===== config.mk =====
export PLATFORM = sky130hd
export DESIGN_NAME = sfs_sequencer
export DESIGN_NICKNAME = d
export VERILOG_FILES = /design/src/sfs_pkg.sv /design/src/sfs_sequencer.sv
export SDC_FILE = /design/constraint.sdc
export NUM_CORES = 1
export LEC_CHECK = 0
export BUFFER_PORTS_ARGS = -buffer_cell sky130_fd_sc_hd__buf_2
export CORE_AREA = 2 2 155 157
export CTS_BUF_LIST = sky130_fd_sc_hd__clkbuf_4
export CTS_CLUSTER_SIZE = 28
export DETAILED_ROUTE_END_ITERATION = 8
export DIE_AREA = 0 0 157 159
export GPL_ROUTABILITY_DRIVEN = 0
export PLACE_DENSITY = 0.59
export SLEW_MARGIN = 20
export SYNTH_ARGS = -nofsm -noshare
export SYNTH_HDL_FRONTEND = slang
export SYNTH_SLANG_ARGS = --single-unit

===== constraint.sdc =====
create_clock -name clk_in -period 3.9 [get_ports clk_in]
set_clock_uncertainty 0.15 [all_clocks]
set_input_delay 0.585 -clock clk_in [delete_from_list [all_inputs] [get_ports clk_in]]
set_output_delay 0.585 -clock clk_in [all_outputs]
set_load 0.01 [all_outputs]

===== src/sfs_pkg.sv =====
// Constants, register map and state types for the serial frame sequencer
package sfs_pkg;

  localparam int DATA_W = 16;
  localparam int ADDR_W = 4;

  // Register offsets (byte addresses on the plain register port)
  localparam logic [ADDR_W-1:0] OFS_CTRL = 4'h0;
  localparam logic [ADDR_W-1:0] OFS_DIV  = 4'h4;
  localparam logic [ADDR_W-1:0] OFS_DATA = 4'h8;
  localparam logic [ADDR_W-1:0] OFS_STAT = 4'hC;

  // Control register fields
  localparam int CTRL_EN     = 0;
  localparam int CTRL_MST    = 1;
  localparam int CTRL_SPO    = 2;
  localparam int CTRL_SPH    = 3;
  localparam int CTRL_FMT_LO = 4;
  localparam int CTRL_FMT_HI = 5;
  localparam int CTRL_DSS_LO = 8;
  localparam int CTRL_DSS_HI = 11;

  // Status register fields
  localparam int STAT_TXFULL = 0;
  localparam int STAT_RXVAL  = 1;
  localparam int STAT_BUSY   = 2;
  localparam int STAT_OVR    = 3;

  localparam logic [1:0] FMT_SPI = 2'h0;
  localparam logic [1:0] FMT_CMD = 2'h2;

  // Command/response framing
  localparam logic [4:0] CMD_BITS = 5'h08;
  localparam logic [4:0] CMD_WAIT = 5'h01;

  localparam logic [7:0] DIV_RESET = 8'h04;
  localparam logic [3:0] DSS_RESET = 4'h7;

  typedef enum logic [2:0] {
    ST_IDLE  = 3'h0,
    ST_LEAD  = 3'h1,
    ST_RUN   = 3'h3,
    ST_TAIL  = 3'h2,
    ST_GAP   = 3'h6,
    ST_SLAVE = 3'h4
  } sfs_state_type;

  typedef struct packed {
    sfs_state_type     state;
    logic              en;
    logic              mst;
    logic              clock_polarity_bit;
    logic              clock_phase_bit;
    logic [1:0]        fmt;
    logic [3:0]        dss;
    logic [7:0]        div;
    logic [DATA_W-1:0] txbuf;
    logic              txv;
    logic [DATA_W-1:0] rxbuf;
    logic              rxv;
    logic              ovr;
    logic [DATA_W-1:0] tsh;
    logic [DATA_W-1:0] rsh;
    logic [4:0]        k;
    logic [7:0]        hcnt;
    logic              lead;
    logic              tailc;
    logic              sck;
    logic              sck_oe_n;
    logic              fss;
    logic              fss_oe_n;
    logic              tx;
    logic              tx_oe_n;
    logic [DATA_W-1:0] rdata;
    logic              sck_s1;
    logic              sck_s2;
    logic              sck_s3;
    logic              fss_s1;
    logic              fss_s2;
    logic              fss_s3;
    logic              rx_s1;
    logic              rx_s2;
  } sfs_regs_type;

endpackage


===== src/sfs_sequencer.sv =====
// Serial frame sequencer: SPI variants and command/response framing
// How it works
// - Idle: clock at polarity (low in command format), select high, data low
// - Master drives clock pad; slave takes clock in
// - Enabled with data: select low, data pad on
// - Phase 0: slave first, master half later
// - Pol 0 phase 0: capture rise, launch fall
// - Pol 1 phase 0: capture fall, launch rise
// - Phase 1: data and first edge together
// - Pol 0 phase 1: capture fall, launch rise
// - Pol 1 phase 1: first edge falls, capture rise
// - Select high one period after last capture
// - Phase 0 runs pulse select between words
// - Phase 1 runs hold select low between words
// - Command frame opens with eight-bit control word
// - Control byte write starts frame, MSB out
// - Select stays low through command frame
// - Response bits latched on rising clock edges
// - Select rise moves response into receive buffer
// - Continuous command frames keep select low
// - Continuous: push response on following falling edge
// - Command slave samples first rise after select
// - Words of 4 to 16 bits, MSB first
`timescale 1ns/1ps
module sfs_sequencer
  import sfs_pkg::*;
(
  input  wire logic              clk_in,
  input  wire logic              arst_n_in,
  input  wire logic [ADDR_W-1:0] addr_in,
  input  wire logic [DATA_W-1:0] wdata_in,
  input  wire logic              wr_in,
  input  wire logic              rd_in,
  output logic      [DATA_W-1:0] rdata_out,
  input  wire logic              serial_clock_line_in,
  output logic                   serial_clock_line_out,
  output logic                   serial_clock_line_oe_n_out,
  input  wire logic              frame_select_line_in,
  output logic                   frame_select_line_out,
  output logic                   frame_select_line_oe_n_out,
  output logic                   serial_out_line_out,
  output logic                   serial_out_line_oe_n_out,
  input  wire logic              serial_in_line_in
);

  localparam sfs_regs_type REGS_RESET = '{
    state:    ST_IDLE,
    div:      DIV_RESET,
    dss:      DSS_RESET,
    sck_oe_n: 1'b1,
    fss:      1'b1,
    fss_oe_n: 1'b1,
    tx_oe_n:  1'b1,
    fss_s1:   1'b1,
    fss_s2:   1'b1,
    fss_s3:   1'b1,
    default:  '0
  };

  sfs_regs_type st;
  sfs_regs_type next_st;

  always_comb
  begin
    logic       mw;
    logic       idle_lvl;
    logic       cap_lead;
    logic       tick;
    logic       leading;
    logic       start;
    logic [4:0] nbits;
    logic [4:0] total;
    logic [4:0] k_new;
    logic       s_rise;
    logic       s_fall;
    logic       s_lead;
    logic       s_trail;
    logic       fss_fall;
    next_st  = st;
    mw       = (st.fmt == FMT_CMD);
    idle_lvl = st.clock_polarity_bit & ~mw;
    // Command frames capture on rising edges, like polarity 0 phase 0
    cap_lead = mw | ~st.clock_phase_bit;
    nbits    = {1'b0, st.dss} + 5'h01;
    total    = mw ? CMD_BITS + CMD_WAIT + nbits : nbits;
    tick     = (st.hcnt == st.div);
    leading  = (st.sck == idle_lvl);
    start    = 1'b0;
    k_new    = st.k + 5'h01;
    s_rise   = st.sck_s2 & ~st.sck_s3;
    s_fall   = ~st.sck_s2 & st.sck_s3;
    s_lead   = idle_lvl ? s_fall : s_rise;
    s_trail  = idle_lvl ? s_rise : s_fall;
    fss_fall = ~st.fss_s2 & st.fss_s3;

    // Pin synchronisers; stage one feeds stage two only
    next_st.sck_s1 = serial_clock_line_in;
    next_st.sck_s2 = st.sck_s1;
    next_st.sck_s3 = st.sck_s2;
    next_st.fss_s1 = frame_select_line_in;
    next_st.fss_s2 = st.fss_s1;
    next_st.fss_s3 = st.fss_s2;
    next_st.rx_s1  = serial_in_line_in;
    next_st.rx_s2  = st.rx_s1;

    // Register port; read data stands for one cycle only
    next_st.rdata = '0;
    if (wr_in)
    begin
      unique case (addr_in)
        OFS_CTRL:
        begin
          next_st.en  = wdata_in[CTRL_EN];
          next_st.mst = wdata_in[CTRL_MST];
          next_st.clock_polarity_bit = wdata_in[CTRL_SPO];
          next_st.clock_phase_bit = wdata_in[CTRL_SPH];
          next_st.fmt = wdata_in[CTRL_FMT_HI:CTRL_FMT_LO];
          next_st.dss = (wdata_in[CTRL_DSS_HI:CTRL_DSS_LO] < 4'h3) ? 4'h3
                        : wdata_in[CTRL_DSS_HI:CTRL_DSS_LO];
        end
        OFS_DIV:  next_st.div = wdata_in[7:0];
        // Writes to a full transmit holder are dropped
        OFS_DATA:
        begin
          if (!st.txv)
          begin
            next_st.txbuf = wdata_in;
            next_st.txv   = 1'b1;
          end
        end
        default: ;
      endcase
    end
    if (rd_in)
    begin
      unique case (addr_in)
        OFS_CTRL:
        begin
          next_st.rdata[CTRL_EN]                 = st.en;
          next_st.rdata[CTRL_MST]                = st.mst;
          next_st.rdata[CTRL_SPO]                = st.clock_polarity_bit;
          next_st.rdata[CTRL_SPH]                = st.clock_phase_bit;
          next_st.rdata[CTRL_FMT_HI:CTRL_FMT_LO] = st.fmt;
          next_st.rdata[CTRL_DSS_HI:CTRL_DSS_LO] = st.dss;
        end
        OFS_DIV:  next_st.rdata[7:0] = st.div;
        OFS_DATA:
        begin
          next_st.rdata = st.rxbuf;
          next_st.rxv   = 1'b0;
          next_st.ovr   = 1'b0;
        end
        OFS_STAT:
        begin
          next_st.rdata[STAT_TXFULL] = st.txv;
          next_st.rdata[STAT_RXVAL]  = st.rxv;
          next_st.rdata[STAT_BUSY]   = (st.state != ST_IDLE) && (st.state != ST_SLAVE);
          next_st.rdata[STAT_OVR]    = st.ovr;
        end
        default: ;
      endcase
    end

    // Half-period divider, counting inside master frames and in the select-high gap between them
    if (st.state == ST_IDLE || st.state == ST_SLAVE || tick)
      next_st.hcnt = '0;
    else
      next_st.hcnt = st.hcnt + 8'h01;

    // clock pad follows master or slave role
    next_st.sck_oe_n = ~st.mst;
    next_st.fss_oe_n = ~st.mst;

    unique case (st.state)
      ST_IDLE:
      begin
        next_st.sck     = idle_lvl;
        next_st.fss     = 1'b1;
        next_st.tx      = 1'b0;
        next_st.tx_oe_n = 1'b1;
        // start when enabled with data waiting
        if (st.en && st.mst && st.txv)
          start = 1'b1;
        else if (st.en && !st.mst)
          next_st.state = ST_SLAVE;
      end
      ST_LEAD:
      begin
        if (tick)
        begin
          if (!mw && !st.clock_phase_bit && !st.lead)
          begin
            // master data half a period after select falls
            next_st.tx   = st.tsh[DATA_W-1];
            next_st.tsh  = {st.tsh[DATA_W-2:0], 1'b0};
            next_st.lead = 1'b1;
          end
          else
          begin
            // phase 1 launches with the first transition
            // polarity 1 makes that first edge a fall
            next_st.sck   = ~st.sck;
            next_st.k     = 5'h01;
            next_st.state = ST_RUN;
            if (!cap_lead)
            begin
              next_st.tx  = st.tsh[DATA_W-1];
              next_st.tsh = {st.tsh[DATA_W-2:0], 1'b0};
            end
            else if (!mw)
              next_st.rsh = {st.rsh[DATA_W-2:0], st.rx_s2};
          end
        end
      end
      ST_RUN:
      begin
        if (tick)
        begin
          next_st.sck = ~st.sck;
          if (leading)
          begin
            next_st.k = k_new;
            if (cap_lead)
            begin
              // phase 0 captures on leading edge
              // with polarity 1 that edge falls
              // response bits latched on rising edges
              if (!mw || k_new > CMD_BITS + CMD_WAIT)
                next_st.rsh = {st.rsh[DATA_W-2:0], st.rx_s2};
              // continuous command frames stay in RUN
              if (k_new == total && !(mw && st.txv && st.en))
              begin
                next_st.state = ST_TAIL;
                next_st.tailc = 1'b0;
              end
            end
            else
            begin
              next_st.tx  = st.tsh[DATA_W-1];
              next_st.tsh = {st.tsh[DATA_W-2:0], 1'b0};
            end
          end
          else if (cap_lead)
          begin
            if (mw && st.k == total)
            begin
              // push response on the falling edge
              next_st.rxbuf = st.rsh;
              next_st.ovr   = next_st.ovr | next_st.rxv;
              next_st.rxv   = 1'b1;
              next_st.rsh   = '0;
              next_st.txv   = 1'b0;
              next_st.k     = '0;
              next_st.tx    = st.txbuf[7];
              next_st.tsh   = {st.txbuf[6:0], 9'h000};
            end
            else if (!mw || st.k < CMD_BITS)
            begin
              // only the control word is driven out
              next_st.tx  = st.tsh[DATA_W-1];
              next_st.tsh = {st.tsh[DATA_W-2:0], 1'b0};
            end
            else
              next_st.tx = 1'b0;
          end
          else
          begin
            // phase 1 captures on trailing edge
            next_st.rsh = {st.rsh[DATA_W-2:0], st.rx_s2};
            if (st.k == total)
            begin
              next_st.state = ST_TAIL;
              next_st.tailc = 1'b0;
            end
          end
        end
      end
      ST_TAIL:
      begin
        if (tick)
        begin
          if (!leading)
            next_st.sck = ~st.sck;
          next_st.tailc = 1'b1;
          if (st.tailc)
          begin
            // select rises one period after last capture
            // and the word moves to the receive holder
            next_st.rxbuf = st.rsh;
            next_st.ovr   = next_st.ovr | next_st.rxv;
            next_st.rxv   = 1'b1;
            next_st.tx    = 1'b0;
            if (st.txv && st.en && st.clock_phase_bit && !mw)
              start = 1'b1;
            else
            begin
              next_st.fss     = 1'b1;
              next_st.tx_oe_n = 1'b1;
              // phase 0 pulses select high between words
              next_st.state   = (st.txv && st.en) ? ST_GAP : ST_IDLE;
            end
          end
        end
      end
      ST_GAP:
      begin
        if (tick)
          start = 1'b1;
      end
      ST_SLAVE:
      begin
        next_st.sck_oe_n = 1'b1;
        next_st.fss_oe_n = 1'b1;
        if (!st.en || st.mst)
          next_st.state = ST_IDLE;
        if (st.fss_s2)
        begin
          next_st.tx_oe_n = 1'b1;
          next_st.tx      = 1'b0;
        end
        else if (fss_fall)
        begin
          next_st.tx_oe_n = 1'b0;
          next_st.k       = '0;
          next_st.rsh     = '0;
          // Only a held word is consumed; a write landing now survives
          next_st.txv     = next_st.txv & ~st.txv;
          next_st.tsh     = st.txv ? st.txbuf << (4'hF - st.dss) : '0;
          if (cap_lead)
          begin
            // slave first bit as select falls
            next_st.tx  = st.txv ? st.txbuf[st.dss] : 1'b0;
            next_st.tsh = st.txv ? st.txbuf << (5'h10 - {1'b0, st.dss}) : '0;
          end
        end
        else
        begin
          // capture on leading edge for phase 0 and command frames, trailing edge for phase 1
          if (cap_lead ? s_lead : s_trail)
          begin
            next_st.rsh = {st.rsh[DATA_W-2:0], st.rx_s2};
            next_st.k   = k_new;
            if (k_new == nbits)
            begin
              next_st.rxbuf = {st.rsh[DATA_W-2:0], st.rx_s2};
              next_st.ovr   = next_st.ovr | next_st.rxv;
              next_st.rxv   = 1'b1;
              next_st.k     = '0;
              next_st.rsh   = '0;
              next_st.txv   = next_st.txv & ~st.txv;
              next_st.tsh   = st.txv ? st.txbuf << (4'hF - st.dss) : '0;
            end
          end
          if ((cap_lead ? s_trail : s_lead) && (!cap_lead || st.k != 5'h00))
          begin
            next_st.tx  = st.tsh[DATA_W-1];
            next_st.tsh = {st.tsh[DATA_W-2:0], 1'b0};
          end
        end
      end
      default: next_st.state = ST_IDLE;
    endcase

    if (start)
    begin
      // select held low for the whole frame
      next_st.state   = ST_LEAD;
      next_st.fss     = 1'b0;
      next_st.tx_oe_n = 1'b0;
      next_st.txv     = 1'b0;
      next_st.k       = '0;
      next_st.lead    = 1'b0;
      next_st.tailc   = 1'b0;
      next_st.rsh     = '0;
      next_st.sck     = idle_lvl;
      if (mw)
      begin
        // control byte MSB out as select falls
        next_st.tx  = st.txbuf[7];
        next_st.tsh = {st.txbuf[6:0], 9'h000};
      end
      else
      begin
        next_st.tx  = 1'b0;
        next_st.tsh = st.txbuf << (4'hF - st.dss);
      end
    end

    // Disabling aborts any master frame at once
    if (!st.en && st.state != ST_SLAVE && st.state != ST_IDLE)
    begin
      next_st.state   = ST_IDLE;
      next_st.fss     = 1'b1;
      next_st.tx_oe_n = 1'b1;
      next_st.tx      = 1'b0;
    end
  end

  always_ff @(posedge clk_in or negedge arst_n_in)
  begin
    if (!arst_n_in)
      st <= REGS_RESET;
    else
      st <= next_st;
  end

  assign rdata_out                  = st.rdata;
  assign serial_clock_line_out      = st.sck;
  assign serial_clock_line_oe_n_out = st.sck_oe_n;
  assign frame_select_line_out      = st.fss;
  assign frame_select_line_oe_n_out = st.fss_oe_n;
  assign serial_out_line_out        = st.tx;
  assign serial_out_line_oe_n_out   = st.tx_oe_n;

endmodule


**After elaboration in Yosys (flattened, before gate mapping)**

Index checks and enable logic that the tools add are counted.

- Output and inout port bits: 22
- Input port bits: 27
- Memories kept: 0
- Register bits: 132
- Word-level logic and storage cells: 303
- Memory bits (read-only): 0
- Bits in latches: 0
- Bits in writable memories: 0

- $lt $le $gt $ge: 4
- $add $sub $neg: 6
- Bitwise logic cells: 15
- Equality and inequality tests: 63
- Multiplexer cells: 123
- Reductions and logical operators: 57
- Divide/modulo/power cells: 0
- Shifts and indexed selects: 2
- Multiply operators: 0

Operator list:

| cell | count |
|---|---|
| two-way mux 16 bit | 15 |
| two-way mux 56 bit | 4 |
| two-way mux 37 bit | 4 |
| case mux 37 bit (3 select lines) | 1 |
| two-way mux 18 bit | 3 |
| two-way mux 3 bit | 18 |
| case mux 18 bit (3 select lines) | 1 |
| inequality test 4 bit, second input constant | 13 |
| two-way mux 1 bit | 45 |
| two-way mux 21 bit | 2 |
| two-way mux 19 bit | 2 |
| two-way mux 35 bit | 1 |
| inequality test 5 bit, second input constant | 7 |
| inequality test 3 bit, second input constant | 9 |
| AND reduction 8 bit | 3 |
| AND reduction 11 bit | 2 |
| two-way mux 2 bit | 9 |
| case mux 3 bit (6 select lines) | 1 |
| logical AND 1 bit | 16 |
| inequality test 2 bit, second input constant | 8 |
| case mux 4 bit (4 select lines) | 1 |
| << shifter 16 x 4 -> 16 bit | 1 |
| << shifter 16 x 5 -> 16 bit | 1 |
| equality test 5 bit | 3 |
| 56 further kinds | 100 |

**Depth between registers and ports, before layout**

- Word-level depth: 12
- Gate-level depth with buffers: 15

**Worst setup path before layout**

Ideal clock, no wire load.

- Kind: register to register
- Start point: register st[121] in the netlist's numbering
- End point: register st[76] in the netlist's numbering
- Cell stages (with the launch flop): 13
- Setup time: 121 ps
- Path buffers: 3
- Required time: 3629 ps
- Slack: -7 ps
- Data arrival time: 3636 ps
- Cell sequence: dfstp_2 clkbuf_1 clkinv_1 ha_1 buf_2 clkbuf_1 mux4_2 mux4_2 a22o_1 a21oi_1 o41ai_1 a221o_1 a22o_1

- Cells in the longest elaborated chain, start to end: 11
- Elaborated cells between the ends (all ways): 28

RTL lines:

| what | line | text |
|---|---|---|
| start, declared | sfs_sequencer.sv:60 | `sfs_regs_type st;` |
| start signal, assigned | sfs_sequencer.sv:404 | `st <= next_st;` |
| adder 4 x 1 -> 5 bit | sfs_sequencer.sv:84 | `nbits = {1'b0, st.dss} + 5'h01;` |
| adder 4 x 5 -> 5 bit | sfs_sequencer.sv:85 | `total = mw ? CMD_BITS + CMD_WAIT + nbits : nbits;` |
| two-way mux 5 bit | sfs_sequencer.sv:85 |  |
| equality test 5 bit | sfs_sequencer.sv:245 | `if (mw && st.k == total)` |
| logical AND 1 bit | sfs_sequencer.sv:245 |  |
| two-way mux 16 bit | sfs_sequencer.sv:245 |  |
| two-way mux 35 bit | sfs_sequencer.sv:243 | `else if (cap_lead)` |
| two-way mux 37 bit | sfs_sequencer.sv:220 | `if (leading)` |
| two-way mux 56 bit | sfs_sequencer.sv:217 | `if (tick)` |
| case mux 37 bit (3 select lines) | sfs_sequencer.sv:174 | `unique case (st.state)` |
| two-way mux 37 bit | sfs_sequencer.sv:364 | `if (start)` |

Parallel ways exist; a longest one is shown, timed or not. The select of a mux whose other input is x is not followed.
A chain may end at the register's enable or synchronous reset.

**Worst setup path after layout**

- Start point: register st[121] in the netlist's numbering
- End point: register st[75] in the netlist's numbering

Same word-level chain as after synthesis.

==> impl_results.md <==
- Status: completed
- Net count, final: 1,033
- Area after DPL: 9719 sq um
- Crit path cell chain: ha_1, xor2_2, xnor2_1, and4_1, nand2_1, a221oi_1, buf_4, nand2_1, buf_4, o311a_1
- Rel. slew slack: 39.91%
- Largest net degree at the start of global routing: 74
- FMAX: 276.4 MHz
- Number of synthesized flops with an enable pin: 0
- IO Port Bufs: 48
- Worst min path class: in -> reg
- Synth warn: 0
- All-Layer GR Usage: 23.36%
- Clock Latency Late Sink: 0.56 ns
- Cells on worst reg2reg path: 10
- Starting DRT DRC Count: 1,072
- Worst path arrival time: 3.91 ns
- Seq/Total Area, Yosys: 35.99%
- CORE AREA: 23,190 sq um
- Initial Util: 39.73%
- Fin. max-slew vios: 0
- Via density per instance: 6.173
- Mapped Cells: 982
- DP HPWL: 20,670 microns
- Yosys cell types: 79
- Critical-path maximum fanout: 24
- RSZ-0062 raised after global routing: no
- CTS tree: done
- Power Internal: 0.003102 W
- Power Density: 563.2 nW/um^2
- DRT Pass-1 Iters: 6
- Area contributors post-synth: dfrtp_1, mux4_2, mux2_2
- Routed WL per cell: 21.24 microns
- Die Y: 159 microns
- Vias in the first global route: 7,838
- Crit-path slowest cell: dfstp_2
- CTS buffer count: 17
- Total negative slack: 0 ns
- Mapped Avg Cell Area: 9.383 sq um
- Yosys reg bits: 132
- GRT overflow: 0
- CTS sink count: 132
- Ys async rst share: 100.0%
- Lkg Pwr: 4.205 nW
- Largest stage delay on the critical path: 0.65 ns
- Die X: 157 microns
- Crit share post-route: 92.76%
- Drt drc: 0
- Clock share of power: 17.1%
- Clk pin slew, worst setup/hold paths: 0.14 ns
- Worst-Margin Slew: 0.8931 ns
- Final Hold Viols: 0
- Post-route cell area: 10,060 sq um
- Commonest cells after routing, fill and taps aside: dfrtp_1, nand2_1, nor2_1
- Synth Cell Area: 9214 sq um
- Max Buffers Root-to-Sink: 2
- DR vias: 8,229
- Min-Delay Path Depth: 2
- # rows: 56
- Sw Share: 45.23%
- Comb pwr share: 46.5%
- Crit path capture type: flop
- Root Driver: clkbuf_4
- Max cap viols: 0
- Sequential share of power: 36.4%
- Syn nets: 1,015
- Htree depth: 4
- First-pass GRT wire length: 45,840 microns
- Placed cells: 1,296
- Peak VDD IR: 0.3035 mV
- Area Growth Syn to Fin: 9.152%
- Synth top area share: 33.13%
- WS Path Type: reg -> reg
- Layout cells sized above 1: 21.13%
- Non-filler cells, final: 1,333
- Commonest non-fill, non-tap cell in the layout: dfrtp_1
- Worst EP required: 4.20 ns
- Antenna-violating nets left: 0
- Main synth FF type: dfrtp_1
- Switching Power: 0.002562 W
- Setup violators final: 0
- Antenna violations before repair: 1
- Die ar.: 24,960 sq um
- Leading area contributor after synthesis: dfrtp_1
- I/O pin count: 49
- Final min period: 3.617 ns
- Routed wire length: 28,310 microns
- Worst setup SP type: flop
==> routing by layer <==
metal  part of all wire [%]  vias to the layer above  GRT usage [%]
li1                       -                     3707              -
met2                     44                      432          34.11
met1                     45                     4026          34.80
met4                    2.6                        0          7.506
met3                    8.6                       64          4.464
met5                      0                        -              0
==> registers in the layout, summed over array words and instances, names as in the netlist <==
register	flops
st	106
rdata_out	16
next_st	5
frame_select_line_oe_n_out	1
frame_select_line_out	1
serial_clock_line_out	1
serial_out_line_oe_n_out	1
serial_out_line_out	1
==> metrics by stage <==
step / setup slack (ns) / power (W) / utilization [%] / hold slack, ns
2_1_floorplan: 0.1715 / 0.003847 / - / 0.1394
3_3_place_gp: 0.3695 / 0.004628 / 41.91 / 0.1878
3_5_place_dp: 0.3564 / 0.004639 / 41.91 / 0.1911
4_1_cts: 0.3221 / 0.005625 / 43.34 / 0.07611
5_1_grt: 0.06192 / 0.006015 / 43.36 / 0.06970
6_report: 0.2825 / 0.005664 / 43.36 / 0.1189
==> worst max-delay path: cells and delay by family, from the launching register on <==
kind	cells	cell delay [ns]
and+or+nand+nor	3	0.65
xor gates and xnor gates	2	0.46
adders and majority gates	1	0.32
buffers and inverters	2	0.47
AOI/OAI and AO/OA	2	0.81
DFF	1	0.65
==> worst paths after layout <==
kind                       slack, ns          to         start
max                             0.28      st[75]       st[121]
min                             0.12     st[109]  wdata_in[13]
max reg2reg                     0.28      st[75]       st[121]
min reg2reg                     0.21       st[0]    next_st[0]
max in group asynchronous       2.33  next_st[2]     arst_n_in
min in group asynchronous       0.41  next_st[6]     arst_n_in
==> synthesized netlist by cell type, types with 6 or more instances <==
cell      number
xnor2_1       18
a221oi_1      11
a22o_1        24
nand2b_1      13
mux4_2        26
o22ai_1       11
and3_1        13
and2_1        29
mux2i_1       31
a211o_1        6
a221o_1       20
o21ai_0       53
clkbuf_1      51
nor3_1        23
a22oi_1       12
mux2_2        40
xor2_1        13
a21oi_1       61
nand2_1       78
nor2_1        75
o211ai_1      11
nand3_1       37
a31oi_1       13
a211oi_1      11
ha_1           6
buf_4         22
dfrtp_1      122
o31ai_1        9
inv_1         14
buf_2         15
dfstp_2       10
nand4_1       10
==> power groups by stage <==
stage               logic [W]  registers, W  clock network [W]
floorplan             0.00204       0.00181                  0
global placement      0.00256       0.00207                  0
detailed placement    0.00257       0.00207                  0
CTS                   0.00258       0.00204           0.000997
global route          0.00285       0.00210            0.00106
finish                0.00263       0.00206           0.000969
==> final cells by class <==
type                            count  area [sq um]
Sequential cell                   132          3316
Inverter                           18         67.56
Timing Repair Buffer               92         599.3
Tap cell                          319         399.1
Antenna cell                        1         2.502
Clock buffer                       17         127.6
Multi-Input combinational cell    739          5381
Clock inverter                     15         163.9
Fill cell                        2284         13140
==> cell families (layout without fill, tap and decap cells) <==
| family | Yosys count | in the layout | synth area share [%] |
|---|---|---|---|
| multiplexers | 97 | 97 | 14.61 |
| XOR/XNOR | 36 | 36 | 4.033 |
| other | 0 | 1 | 0 |
| flip-flops | 132 | 132 | 35.99 |
| AO/OA/AOI/OAI | 291 | 291 | 22.31 |
| buffers and inverters | 111 | 142 | 5.785 |
| AND/OR/NAND/NOR | 309 | 309 | 16.46 |
| adder cells (fa/ha/maj) | 6 | 6 | 0.8148 |
==> repair_timing <==
item / CTS / global route
gates resized for setup: 0 / 0
hold endpoints to repair: 58 / 0
setup buffers: 0 / 0
hold buffers: 4 / 0
Note: power is estimated with default switching activity, not from simulation.
